### src/core/lepm_pkg.sv
// Package of constants for the link energy power manager
package lepm_pkg;
    // ==========================================================
    // Register map
    localparam logic [3:0] LEPM_CTRL_ADDR = 4'h0;
    localparam logic [3:0] LEPM_STAT_ADDR = 4'h1;
    localparam int LEPM_DW = 16;

    // ==========================================================
    // Control field positions
    localparam int CTRL_PM_EN_BIT = 0;
    localparam int CTRL_AN_EN_BIT = 1;
    localparam int CTRL_PDOWN_BIT = 2;
    localparam int CTRL_SLEEP_LSB = 3;
    localparam int CTRL_WAKE_LSB = 5;
    localparam int CTRL_LSTO_LO_BIT = 7;
    localparam int CTRL_LSTO_HI_BIT = 8;
    localparam logic [15:0] CTRL_RESET = 16'h000A;

    // ==========================================================
    // Status field positions
    localparam int STAT_STATE_LSB = 0;
    localparam int STAT_ENERGY_BIT = 3;
    localparam int STAT_LINK_BIT = 4;
    localparam int STAT_FORCED_BIT = 5;
    localparam int STAT_BURST_LSB = 6;

    // ==========================================================
    // Times
    localparam int CLK_PERIOD_NS = 10;
    localparam int NS_PER_MS = 1000000;
    localparam int CYC_PER_MS_DEF = NS_PER_MS / CLK_PERIOD_NS;
    localparam int SLEEP_MS_0 = 1000;
    localparam int SLEEP_MS_1 = 2000;
    localparam int SLEEP_MS_2 = 3000;
    localparam int SLEEP_MS_3 = 4000;
    localparam int WAKE_MS_0 = 100;
    localparam int WAKE_MS_1 = 200;
    localparam int WAKE_MS_2 = 400;
    localparam int WAKE_MS_3 = 800;
    localparam int LSTO_MS_0 = 2000;
    localparam int LSTO_MS_1 = 1000;
    localparam int LSTO_MS_2 = 3000;
    localparam int LSTO_MS_3 = 4000;
    localparam int RAND_NEG_MS = 80;
    localparam int RAND_POS_MS = 60;
    localparam int RAND_SPAN = RAND_NEG_MS + RAND_POS_MS + 1;
    localparam int BURST_GAP_MS = 16;
    localparam int BURST_MAX = 3;
    localparam logic [15:0] LFSR_SEED = 16'hACE1;

    // ==========================================================
    // States
    typedef enum logic [2:0] {
        ST_LOW = 3'b001,
        ST_WAKE = 3'b010,
        ST_NORM = 3'b100
    } lepm_state_t;
endpackage

### src/core/lepm_top.sv
// Link energy power manager: state machine, timers and registers
`timescale 1ns/10ps
`default_nettype none
module lepm_top #(
    parameter int CYC_PER_MS = lepm_pkg::CYC_PER_MS_DEF
) (
    input wire logic CLK_SYS, // System clock
    input wire logic SYS_RST, // Synchronous reset, high
    input wire logic [3:0] REG_ADDR, // Register address
    input wire logic [15:0] REG_WDATA, // Write data
    input wire logic REG_WR, // Write strobe
    input wire logic REG_RD, // Read strobe
    output logic [15:0] REG_RDATA, // Read data, cycle after strobe
    input wire logic ENERGY_DET, // Media energy level, async
    input wire logic LINK_UP, // Link status from core
    output logic CORE_PWR_EN, // Major blocks powered
    output logic MGMT_PWR_EN, // Management and interrupt pin powered
    output logic ENERGY_MON_EN, // Media energy monitor on
    output logic PWR_DOWN, // Manual power-down level
    output logic FLP_BURST_A, // Send burst on pair A
    output logic FLP_BURST_B, // Send burst on pair B
    output logic [2:0] PM_STATE // Current state, one-hot
);
    typedef lepm_pkg::lepm_state_t st_t;

    // ==========================================================
    // Energy synchroniser
    logic [2:0] sync_q;
    logic energy_q, energy_d;

    always_comb begin
        energy_d = energy_q;
        if (sync_q[1] == sync_q[2]) begin
            energy_d = sync_q[2];
        end
    end

    always_ff @(posedge CLK_SYS) begin
        if (SYS_RST) begin
            sync_q <= 3'h0;
            energy_q <= 1'b0;
        end else begin
            sync_q <= {sync_q[1:0], ENERGY_DET};
            energy_q <= energy_d;
        end
    end

    // ==========================================================
    // Registers
    logic [15:0] ctrl_q, ctrl_d, rdata_q, rdata_d, stat;
    logic pm_en, an_en, forced_q, forced_d;
    logic [1:0] sleep_sel, wake_sel, lsto_sel, bcnt_q, bcnt_d;
    st_t state_q, state_d;

    assign pm_en = ctrl_q[lepm_pkg::CTRL_PM_EN_BIT];
    assign an_en = ctrl_q[lepm_pkg::CTRL_AN_EN_BIT];
    assign sleep_sel = ctrl_q[lepm_pkg::CTRL_SLEEP_LSB +: 2];
    assign wake_sel = ctrl_q[lepm_pkg::CTRL_WAKE_LSB +: 2];
    assign lsto_sel = {ctrl_q[lepm_pkg::CTRL_LSTO_HI_BIT], ctrl_q[lepm_pkg::CTRL_LSTO_LO_BIT]};

    always_comb begin
        stat = 16'h0000;
        stat[lepm_pkg::STAT_STATE_LSB +: 3] = state_q;
        stat[lepm_pkg::STAT_ENERGY_BIT] = energy_q;
        stat[lepm_pkg::STAT_LINK_BIT] = LINK_UP;
        stat[lepm_pkg::STAT_FORCED_BIT] = forced_q;
        stat[lepm_pkg::STAT_BURST_LSB +: 2] = bcnt_q;
    end

    always_comb begin
        ctrl_d = ctrl_q;
        rdata_d = 16'h0000;
        if (REG_WR && REG_ADDR == lepm_pkg::LEPM_CTRL_ADDR) begin
            ctrl_d = {7'h00, REG_WDATA[8:0]};
        end
        if (REG_RD) begin
            unique case (REG_ADDR)
                lepm_pkg::LEPM_CTRL_ADDR: rdata_d = ctrl_q;
                lepm_pkg::LEPM_STAT_ADDR: rdata_d = stat;
                default: rdata_d = 16'h0000;
            endcase
        end
    end

    always_ff @(posedge CLK_SYS) begin
        if (SYS_RST) begin
            ctrl_q <= lepm_pkg::CTRL_RESET;
            rdata_q <= 16'h0000;
        end else begin
            ctrl_q <= ctrl_d;
            rdata_q <= rdata_d;
        end
    end

    assign REG_RDATA = rdata_q;

    // ==========================================================
    // Randomised sleep time, fixed wake and link timer values
    logic [15:0] lfsr_q, lfsr_d, sleep_ms, wake_ms, lsto_ms;
    logic [7:0] rnd;
    logic [31:0] sleep_cyc, wake_cyc, lsto_cyc;
    localparam logic [31:0] BURST_CYC = 32'(lepm_pkg::BURST_GAP_MS * CYC_PER_MS);
    localparam logic [31:0] SLEEP_RST_CYC = 32'(lepm_pkg::SLEEP_MS_1 * CYC_PER_MS);

    assign lfsr_d = {lfsr_q[14:0], lfsr_q[15] ^ lfsr_q[13] ^ lfsr_q[12] ^ lfsr_q[10]};
    assign rnd = (lfsr_q[7:0] >= 8'(lepm_pkg::RAND_SPAN)) ?
        lfsr_q[7:0] - 8'(lepm_pkg::RAND_SPAN) : lfsr_q[7:0];

    always_comb begin
        unique case (sleep_sel)
            2'h0: sleep_ms = 16'(lepm_pkg::SLEEP_MS_0);
            2'h1: sleep_ms = 16'(lepm_pkg::SLEEP_MS_1);
            2'h2: sleep_ms = 16'(lepm_pkg::SLEEP_MS_2);
            2'h3: sleep_ms = 16'(lepm_pkg::SLEEP_MS_3);
        endcase
        sleep_ms = sleep_ms + {8'h00, rnd} - 16'(lepm_pkg::RAND_NEG_MS);
        unique case (wake_sel)
            2'h0: wake_ms = 16'(lepm_pkg::WAKE_MS_0);
            2'h1: wake_ms = 16'(lepm_pkg::WAKE_MS_1);
            2'h2: wake_ms = 16'(lepm_pkg::WAKE_MS_2);
            2'h3: wake_ms = 16'(lepm_pkg::WAKE_MS_3);
        endcase
        unique case (lsto_sel)
            2'h0: lsto_ms = 16'(lepm_pkg::LSTO_MS_0);
            2'h1: lsto_ms = 16'(lepm_pkg::LSTO_MS_1);
            2'h2: lsto_ms = 16'(lepm_pkg::LSTO_MS_2);
            2'h3: lsto_ms = 16'(lepm_pkg::LSTO_MS_3);
        endcase
    end

    assign sleep_cyc = 32'({16'h0000, sleep_ms} * 32'(CYC_PER_MS));
    assign wake_cyc = 32'({16'h0000, wake_ms} * 32'(CYC_PER_MS));
    assign lsto_cyc = 32'({16'h0000, lsto_ms} * 32'(CYC_PER_MS));

    // ==========================================================
    // State machine
    logic st_load, st_done, b_load, b_done;
    logic [31:0] st_val;
    logic pair_q, pair_d, burst_a_q, burst_a_d, burst_b_q, burst_b_d, core_q, core_d;

    always_comb begin
        state_d = state_q;
        forced_d = forced_q;
        st_load = 1'b0;
        st_val = lsto_cyc;
        if (!pm_en) begin
            state_d = lepm_pkg::ST_NORM;
            forced_d = 1'b0;
            st_load = 1'b1;
        end else begin
            unique case (state_q)
                lepm_pkg::ST_LOW: begin
                    if (energy_q) begin
                        state_d = lepm_pkg::ST_NORM;
                        forced_d = !an_en;
                        st_load = 1'b1;
                    end else if (st_done) begin
                        state_d = lepm_pkg::ST_WAKE;
                        st_load = 1'b1;
                        st_val = wake_cyc;
                    end
                end
                lepm_pkg::ST_WAKE: begin
                    if (energy_q) begin
                        state_d = lepm_pkg::ST_NORM;
                        forced_d = !an_en;
                        st_load = 1'b1;
                    end else if (st_done) begin
                        state_d = lepm_pkg::ST_LOW;
                        st_load = 1'b1;
                        st_val = sleep_cyc;
                    end
                end
                lepm_pkg::ST_NORM: begin
                    if (LINK_UP) begin
                        st_load = 1'b1;
                    end else if (st_done && an_en && !forced_q) begin
                        state_d = lepm_pkg::ST_LOW;
                        st_load = 1'b1;
                        st_val = sleep_cyc;
                    end
                end
            endcase
        end
    end

    // Burst sequencing inside the wake-up state
    always_comb begin
        bcnt_d = bcnt_q;
        pair_d = pair_q;
        burst_a_d = 1'b0;
        burst_b_d = 1'b0;
        b_load = 1'b0;
        if (state_d != lepm_pkg::ST_WAKE) begin
            bcnt_d = 2'h0;
            pair_d = 1'b0;
        end else if (state_q != lepm_pkg::ST_WAKE ||
                     (b_done && bcnt_q < 2'(lepm_pkg::BURST_MAX))) begin
            bcnt_d = bcnt_q + 2'h1;
            pair_d = !pair_q;
            burst_a_d = !pair_q;
            burst_b_d = pair_q;
            b_load = 1'b1;
        end
        core_d = (state_d == lepm_pkg::ST_NORM);
    end

    always_ff @(posedge CLK_SYS) begin
        if (SYS_RST) begin
            state_q <= lepm_pkg::ST_LOW;
            forced_q <= 1'b0;
            lfsr_q <= lepm_pkg::LFSR_SEED;
            bcnt_q <= 2'h0;
            pair_q <= 1'b0;
            burst_a_q <= 1'b0;
            burst_b_q <= 1'b0;
            core_q <= 1'b0;
        end else begin
            state_q <= state_d;
            forced_q <= forced_d;
            lfsr_q <= lfsr_d;
            bcnt_q <= bcnt_d;
            pair_q <= pair_d;
            burst_a_q <= burst_a_d;
            burst_b_q <= burst_b_d;
            core_q <= core_d;
        end
    end

    lepm_timer #(.W(32), .RST_VAL(SLEEP_RST_CYC)) u_state_tmr (
        .clk(CLK_SYS),
        .rst(SYS_RST),
        .load(st_load),
        .load_val(st_val),
        .done(st_done)
    );

    lepm_timer #(.W(32), .RST_VAL(32'h0000_0000)) u_burst_tmr (
        .clk(CLK_SYS),
        .rst(SYS_RST),
        .load(b_load),
        .load_val(BURST_CYC - 32'h0000_0001), // Zero cycle counts, gap is exact
        .done(b_done)
    );

    assign CORE_PWR_EN = core_q && !ctrl_q[lepm_pkg::CTRL_PDOWN_BIT];
    assign MGMT_PWR_EN = 1'b1;
    assign ENERGY_MON_EN = 1'b1;
    assign PWR_DOWN = ctrl_q[lepm_pkg::CTRL_PDOWN_BIT];
    assign FLP_BURST_A = burst_a_q;
    assign FLP_BURST_B = burst_b_q;
    assign PM_STATE = state_q;
endmodule
`default_nettype wire

### src/core/lepm_timer.sv
// Loadable down-counter used for the power manager timers
`timescale 1ns/10ps
`default_nettype none
module lepm_timer #(
    parameter int W = 32,
    parameter logic [W-1:0] RST_VAL = '0
) (
    input wire logic clk, // System clock
    input wire logic rst, // Synchronous reset
    input wire logic load, // Reload request
    input wire logic [W-1:0] load_val, // Value to reload
    output logic done // Count has reached zero
);
    logic [W-1:0] cnt_q;
    logic [W-1:0] cnt_d;

    always_comb begin
        cnt_d = cnt_q;
        if (load) begin
            cnt_d = load_val;
        end else if (cnt_q != '0) begin
            cnt_d = cnt_q - W'(1);
        end
    end

    always_ff @(posedge clk) begin
        if (rst) begin
            cnt_q <= RST_VAL;
        end else begin
            cnt_q <= cnt_d;
        end
    end

    assign done = (cnt_q == '0);
endmodule
`default_nettype wire

### config.mk
export PLATFORM = sky130hd
export DESIGN_NAME = lepm_top
export DESIGN_NICKNAME = d
export VERILOG_FILES = /design/src/core/lepm_pkg.sv /design/src/core/lepm_top.sv /design/src/core/lepm_timer.sv
export SDC_FILE = /design/constraint.sdc
export NUM_CORES = 1
export LEC_CHECK = 0
export BUFFER_PORTS_ARGS = -buffer_cell sky130_fd_sc_hd__buf_4
export CORE_ASPECT_RATIO = 1.2
export CORE_MARGIN = 2
export CORE_UTILIZATION = 50
export DETAILED_ROUTE_END_ITERATION = 16
export PLACE_DENSITY = 0.67
export SLEW_MARGIN = 20
export SYNTH_ARGS = -nofsm -noshare
export SYNTH_HDL_FRONTEND = slang
export SYNTH_SLANG_ARGS = --single-unit
### constraint.sdc
create_clock -name CLK_SYS -period 9.6 [get_ports CLK_SYS]
set_input_delay 1.92 -clock CLK_SYS [delete_from_list [all_inputs] [get_ports CLK_SYS]]
set_output_delay 1.92 -clock CLK_SYS [all_outputs]
set_load 0.02 [all_outputs]
==> impl_summary.md <==
Worst setup path
The type of the worst setup path is flip-flop to flip-flop. The cell that appears most often on the critical path is sky130_fd_sc_hd__inv_1. Data arrives at the worst endpoint at 8.45 ns. The largest fanout of any net on the critical path is 6. The worst endpoint required time is 9.92 ns. The depth of the most critical reg-to-reg path is 33. In this design, the stage delay of the slowest critical-path cell is 0.56 ns.

The startpoint of the worst register-to-register path is lfsr_q[0]. In this run the register-to-register setup slack is 1.47 ns. The worst setup path is captured at a flip-flop. The element type at the critical path start is a flip-flop. The critical register-to-register path endpoint is u_state_tmr.cnt_q[29]. For this design, the slowest cell found on the critical path is sky130_fd_sc_hd__fa_1.

Route
The routed layout has 8324 vias. The antenna violation net count after detailed routing is 0. The initial DRC count is 616. The number of optimization iterations in the first detailed-route pass is 7.

The met3 wire length is 1050 µm. The final layout contains routed wiring with a total length of 24400 µm. The number of remaining DRC errors is 0. The highest metal layer carrying signal wires in the routed design is met4. The mean number of vias per cell is 5.65.

The final routed wire length divided by cell count is 16.5 µm. Wire segments on met2 add up to 11900 µm in the final route. The wire length on met1 is 10700 µm.

Clock network
Clock tree synthesis inserted a total of 9 buffers. The post-CTS setup buffer count is 0. The clock drives 112 sinks.

CTS placed an instance of sky130_fd_sc_hd__clkbuf_16 at the clock tree root. Clock-pin slew was measured on the worst setup and hold paths at 0.08 ns. The post-cts sizing count is 0. The number of buffers on the longest clock path is 2. The number of buffers inserted by hold repair at cts is 0. For the worst-skew pair, the clock arrives at the later sink with an insertion delay of 0.38 ns. In this run the number of H-tree levels came out at 3. The clock tree from TritonCTS is done.

Placed design
The post-detailed-placement cell area is 10500 µm². Detailed placement finished with a half-perimeter wire length of 18900 µm. Routability-driven placement finished with a final weighted congestion of 0.957.

In this run the tool buffered the top-level ports with 34 buffer cells.

Flow run
Across the run, the number of max-cap violations was 0.

Floorplan
The floorplan step defined a core boundary enclosing 19700 µm². The number of placement rows is 56. The die covers 21400 µm². The initial utilization of the core area, before any placement, comes to 0.513. In this run the vertical extent of the chip is 160 µm. In this run the horizontal extent of the chip is 134 µm. 51 I/O pins were placed.

STA
At the pin with the least slew margin, the transition time is 0.948 ns. The minimum clock period after layout is 8.13 ns. The number of max-slew violations in the final report came to 0. The summed negative setup slack over all endpoints is 0 ns. The final count of negative-setup-slack endpoints is 0. The post-route worst hold slack is 0.417 ns.

Clock skew on the completed layout was measured at 0.0161 ns. The highest attainable clock frequency is 123 MHz. Setup repair after global routing left no endpoint under its margin.

The number of endpoints with negative hold slack in the final report is 0. Of the available clock period, the critical path in the final layout requires 0.847. Headroom to the max-slew limit came out at 0.368.

Synth
Counting every instance in the synthesized netlist gives 1191. Summing every instance area after synthesis gives 10100 µm². The Yosys step of the flow raised 0 warnings. Synthesis instantiated 88 different standard cells from the library. The sequential fraction of the synthesis area is 0.222. Counting flops and latches in the post-synthesis netlist gives 112.

The share of async-settable or async-resettable flops after synthesis is 0. The mean instance size in the synthesized netlist is 8.49 µm². In this run, synthesis inferred 0 flip-flops with an integrated enable.

Among all flip-flop cells after synthesis, the most frequent one is sky130_fd_sc_hd__dfxtp_1.

GRT
Entering global routing, the biggest net connects 64 pins. The first global-routing pass estimated 39900 µm of wire. The total global routing overflow is 0. For this run, the total global-route usage over all layers was measured as 0.232.

The number of global-route vias before repair came to 7975. The initial antenna violation count was 0.

Worst hold path
Along the worst hold path, the cell count comes to 1. In this run the most critical hold path is launched from lfsr_q[14]. The tightest min-delay check is of the flip-flop to flip-flop type. The hold path endpoint is lfsr_q[15].

Cells and area
For this run, the post-layout net count is 1421. In the final layout, the share of cells above drive strength 1 is 0.0858. 0 antenna diodes ended up in the layout. The layout-stage area growth over the synthesis result is 7.23%. The finished layout cell area is 10800 µm².

Status
The run finished with clean final reports.
## cell families (layout without fill, tap and decap cells)
group,after synthesis,after routing,synth area share
and+or+nand+nor,368,368,0.196
xor gates and xnor gates,103,103,0.0892
adders and majority gates,188,188,0.257
other,2,12,0.000743
DFF,112,112,0.222
muxes,6,6,0.00619
buffers and inverters,166,177,0.0686
AOI/OAI and AO/OA,246,246,0.161
## synth_stat cells (10+ instances only)
| library cell | count | share of area |
|---|---|---|
| sky130_fd_sc_hd__ha_1 | 155 | 0.19 |
| sky130_fd_sc_hd__inv_1 | 120 | 0.045 |
| sky130_fd_sc_hd__dfxtp_1 | 112 | 0.22 |
| sky130_fd_sc_hd__nor2_1 | 88 | 0.033 |
| sky130_fd_sc_hd__nand2_1 | 84 | 0.031 |
| sky130_fd_sc_hd__a21oi_1 | 68 | 0.034 |
| sky130_fd_sc_hd__xnor2_1 | 54 | 0.047 |
| sky130_fd_sc_hd__xor2_1 | 49 | 0.042 |
| sky130_fd_sc_hd__o21ai_0 | 48 | 0.024 |
| sky130_fd_sc_hd__nor3_1 | 40 | 0.020 |
| sky130_fd_sc_hd__fa_1 | 33 | 0.065 |
| sky130_fd_sc_hd__a22oi_1 | 21 | 0.016 |
| sky130_fd_sc_hd__clkbuf_1 | 21 | 0.0078 |
| sky130_fd_sc_hd__nor2b_1 | 18 | 0.011 |
| sky130_fd_sc_hd__a21o_1 | 17 | 0.013 |
| sky130_fd_sc_hd__nand3_1 | 15 | 0.0074 |
| sky130_fd_sc_hd__or2_2 | 15 | 0.0093 |
| sky130_fd_sc_hd__nor4_1 | 14 | 0.0087 |
| sky130_fd_sc_hd__a31oi_1 | 12 | 0.0074 |
| sky130_fd_sc_hd__and2_1 | 12 | 0.0074 |
| sky130_fd_sc_hd__buf_4 | 12 | 0.0089 |
| sky130_fd_sc_hd__or3_1 | 12 | 0.0074 |
| sky130_fd_sc_hd__a211oi_1 | 10 | 0.0074 |
| sky130_fd_sc_hd__and3_1 | 10 | 0.0062 |
## layout by cell type, fill, tap and decap left out, types with 4 or more instances in the layout
master	instances
sky130_fd_sc_hd__nand3_1	15
sky130_fd_sc_hd__a21oi_1	68
sky130_fd_sc_hd__a31oi_1	12
sky130_fd_sc_hd__buf_4	40
sky130_fd_sc_hd__or2_2	15
sky130_fd_sc_hd__xor2_1	49
sky130_fd_sc_hd__or4_1	8
sky130_fd_sc_hd__fa_1	33
sky130_fd_sc_hd__nor2b_1	18
sky130_fd_sc_hd__and3_1	10
sky130_fd_sc_hd__a21o_1	17
sky130_fd_sc_hd__nand4_1	6
sky130_fd_sc_hd__nor2_1	88
sky130_fd_sc_hd__a221o_1	4
sky130_fd_sc_hd__nand2b_1	6
sky130_fd_sc_hd__nand2_1	84
sky130_fd_sc_hd__ha_1	155
sky130_fd_sc_hd__a22oi_1	21
sky130_fd_sc_hd__and2_1	12
sky130_fd_sc_hd__o21ai_0	48
sky130_fd_sc_hd__o211ai_1	9
sky130_fd_sc_hd__conb_1	12
sky130_fd_sc_hd__a211oi_1	10
sky130_fd_sc_hd__o21ai_1	4
sky130_fd_sc_hd__xnor2_1	54
sky130_fd_sc_hd__mux2i_1	4
sky130_fd_sc_hd__or3_1	12
sky130_fd_sc_hd__nand3b_1	6
sky130_fd_sc_hd__clkbuf_16	9
sky130_fd_sc_hd__o21a_1	4
sky130_fd_sc_hd__inv_1	120
sky130_fd_sc_hd__nor3b_1	6
sky130_fd_sc_hd__dfxtp_1	112
sky130_fd_sc_hd__nor3_1	40
sky130_fd_sc_hd__nor4_1	14
sky130_fd_sc_hd__o22ai_1	5
## layout make-up
type | instances | area [µm²]
clock buffer | 9 | 225
clock inverter | 7 | 80.1
fill | 1906 | 8850
inverter | 121 | 454
multi-input combinational | 923 | 7210
sequential | 112 | 2240
tap | 261 | 327
timing repair buffer | 40 | 300
## per-stage QoR
step                setup slack, ns  instances   util
floorplan                      2.17       1201      -
global placement               1.48       1457  0.535
detailed placement             1.43       1457  0.535
CTS                            1.39       1473  0.551
global route                  0.843       1473  0.551
finish                         1.47       1473  0.551
## layer usage
layer	vias up	track usage
met4	0	0.0885
met3	56	0.0270
met2	205	0.399
met1	3900	0.295
met5	-	0
li1	4163	-
## critical path, delay by kind of cell (launching register included)
| kind | cells | cell delay (ns) |
|---|---|---|
| buffers and inverters | 7 | 0.56 |
| AO/OA/AOI/OAI | 9 | 2.45 |
| flip-flops | 1 | 0.40 |
| AND/OR/NAND/NOR | 8 | 1.36 |
| XOR/XNOR | 2 | 0.66 |
| adder cells (fa/ha/maj) | 7 | 2.67 |
## worst max-delay path by stage
stage,to,slack [ns],cells after the start,startpoint
4_1_cts,u_state_tmr.cnt_q[29],1.39,33,lfsr_q[0]
3_3_place_gp,u_state_tmr.cnt_q[29],1.48,33,lfsr_q[0]
6_report,u_state_tmr.cnt_q[29],1.47,33,lfsr_q[0]
3_5_place_dp,u_state_tmr.cnt_q[29],1.43,33,lfsr_q[0]
2_1_floorplan,u_state_tmr.cnt_q[29],2.17,33,lfsr_q[0]
5_1_grt,u_state_tmr.cnt_q[29],0.84,33,lfsr_q[0]
## flip-flops by register name, summed over array words and instances, names as in the netlist, 2 cells and up
name,flops
u_burst_tmr.cnt_q,32
u_state_tmr.cnt_q,32
lfsr_q,16
REG_RDATA,9
ctrl_q,9
PM_STATE,3
sync_q,3
bcnt_q,2
Power is not shown: default switching activity piles up to over one toggle a cycle in this logic, so the estimate is an artifact.
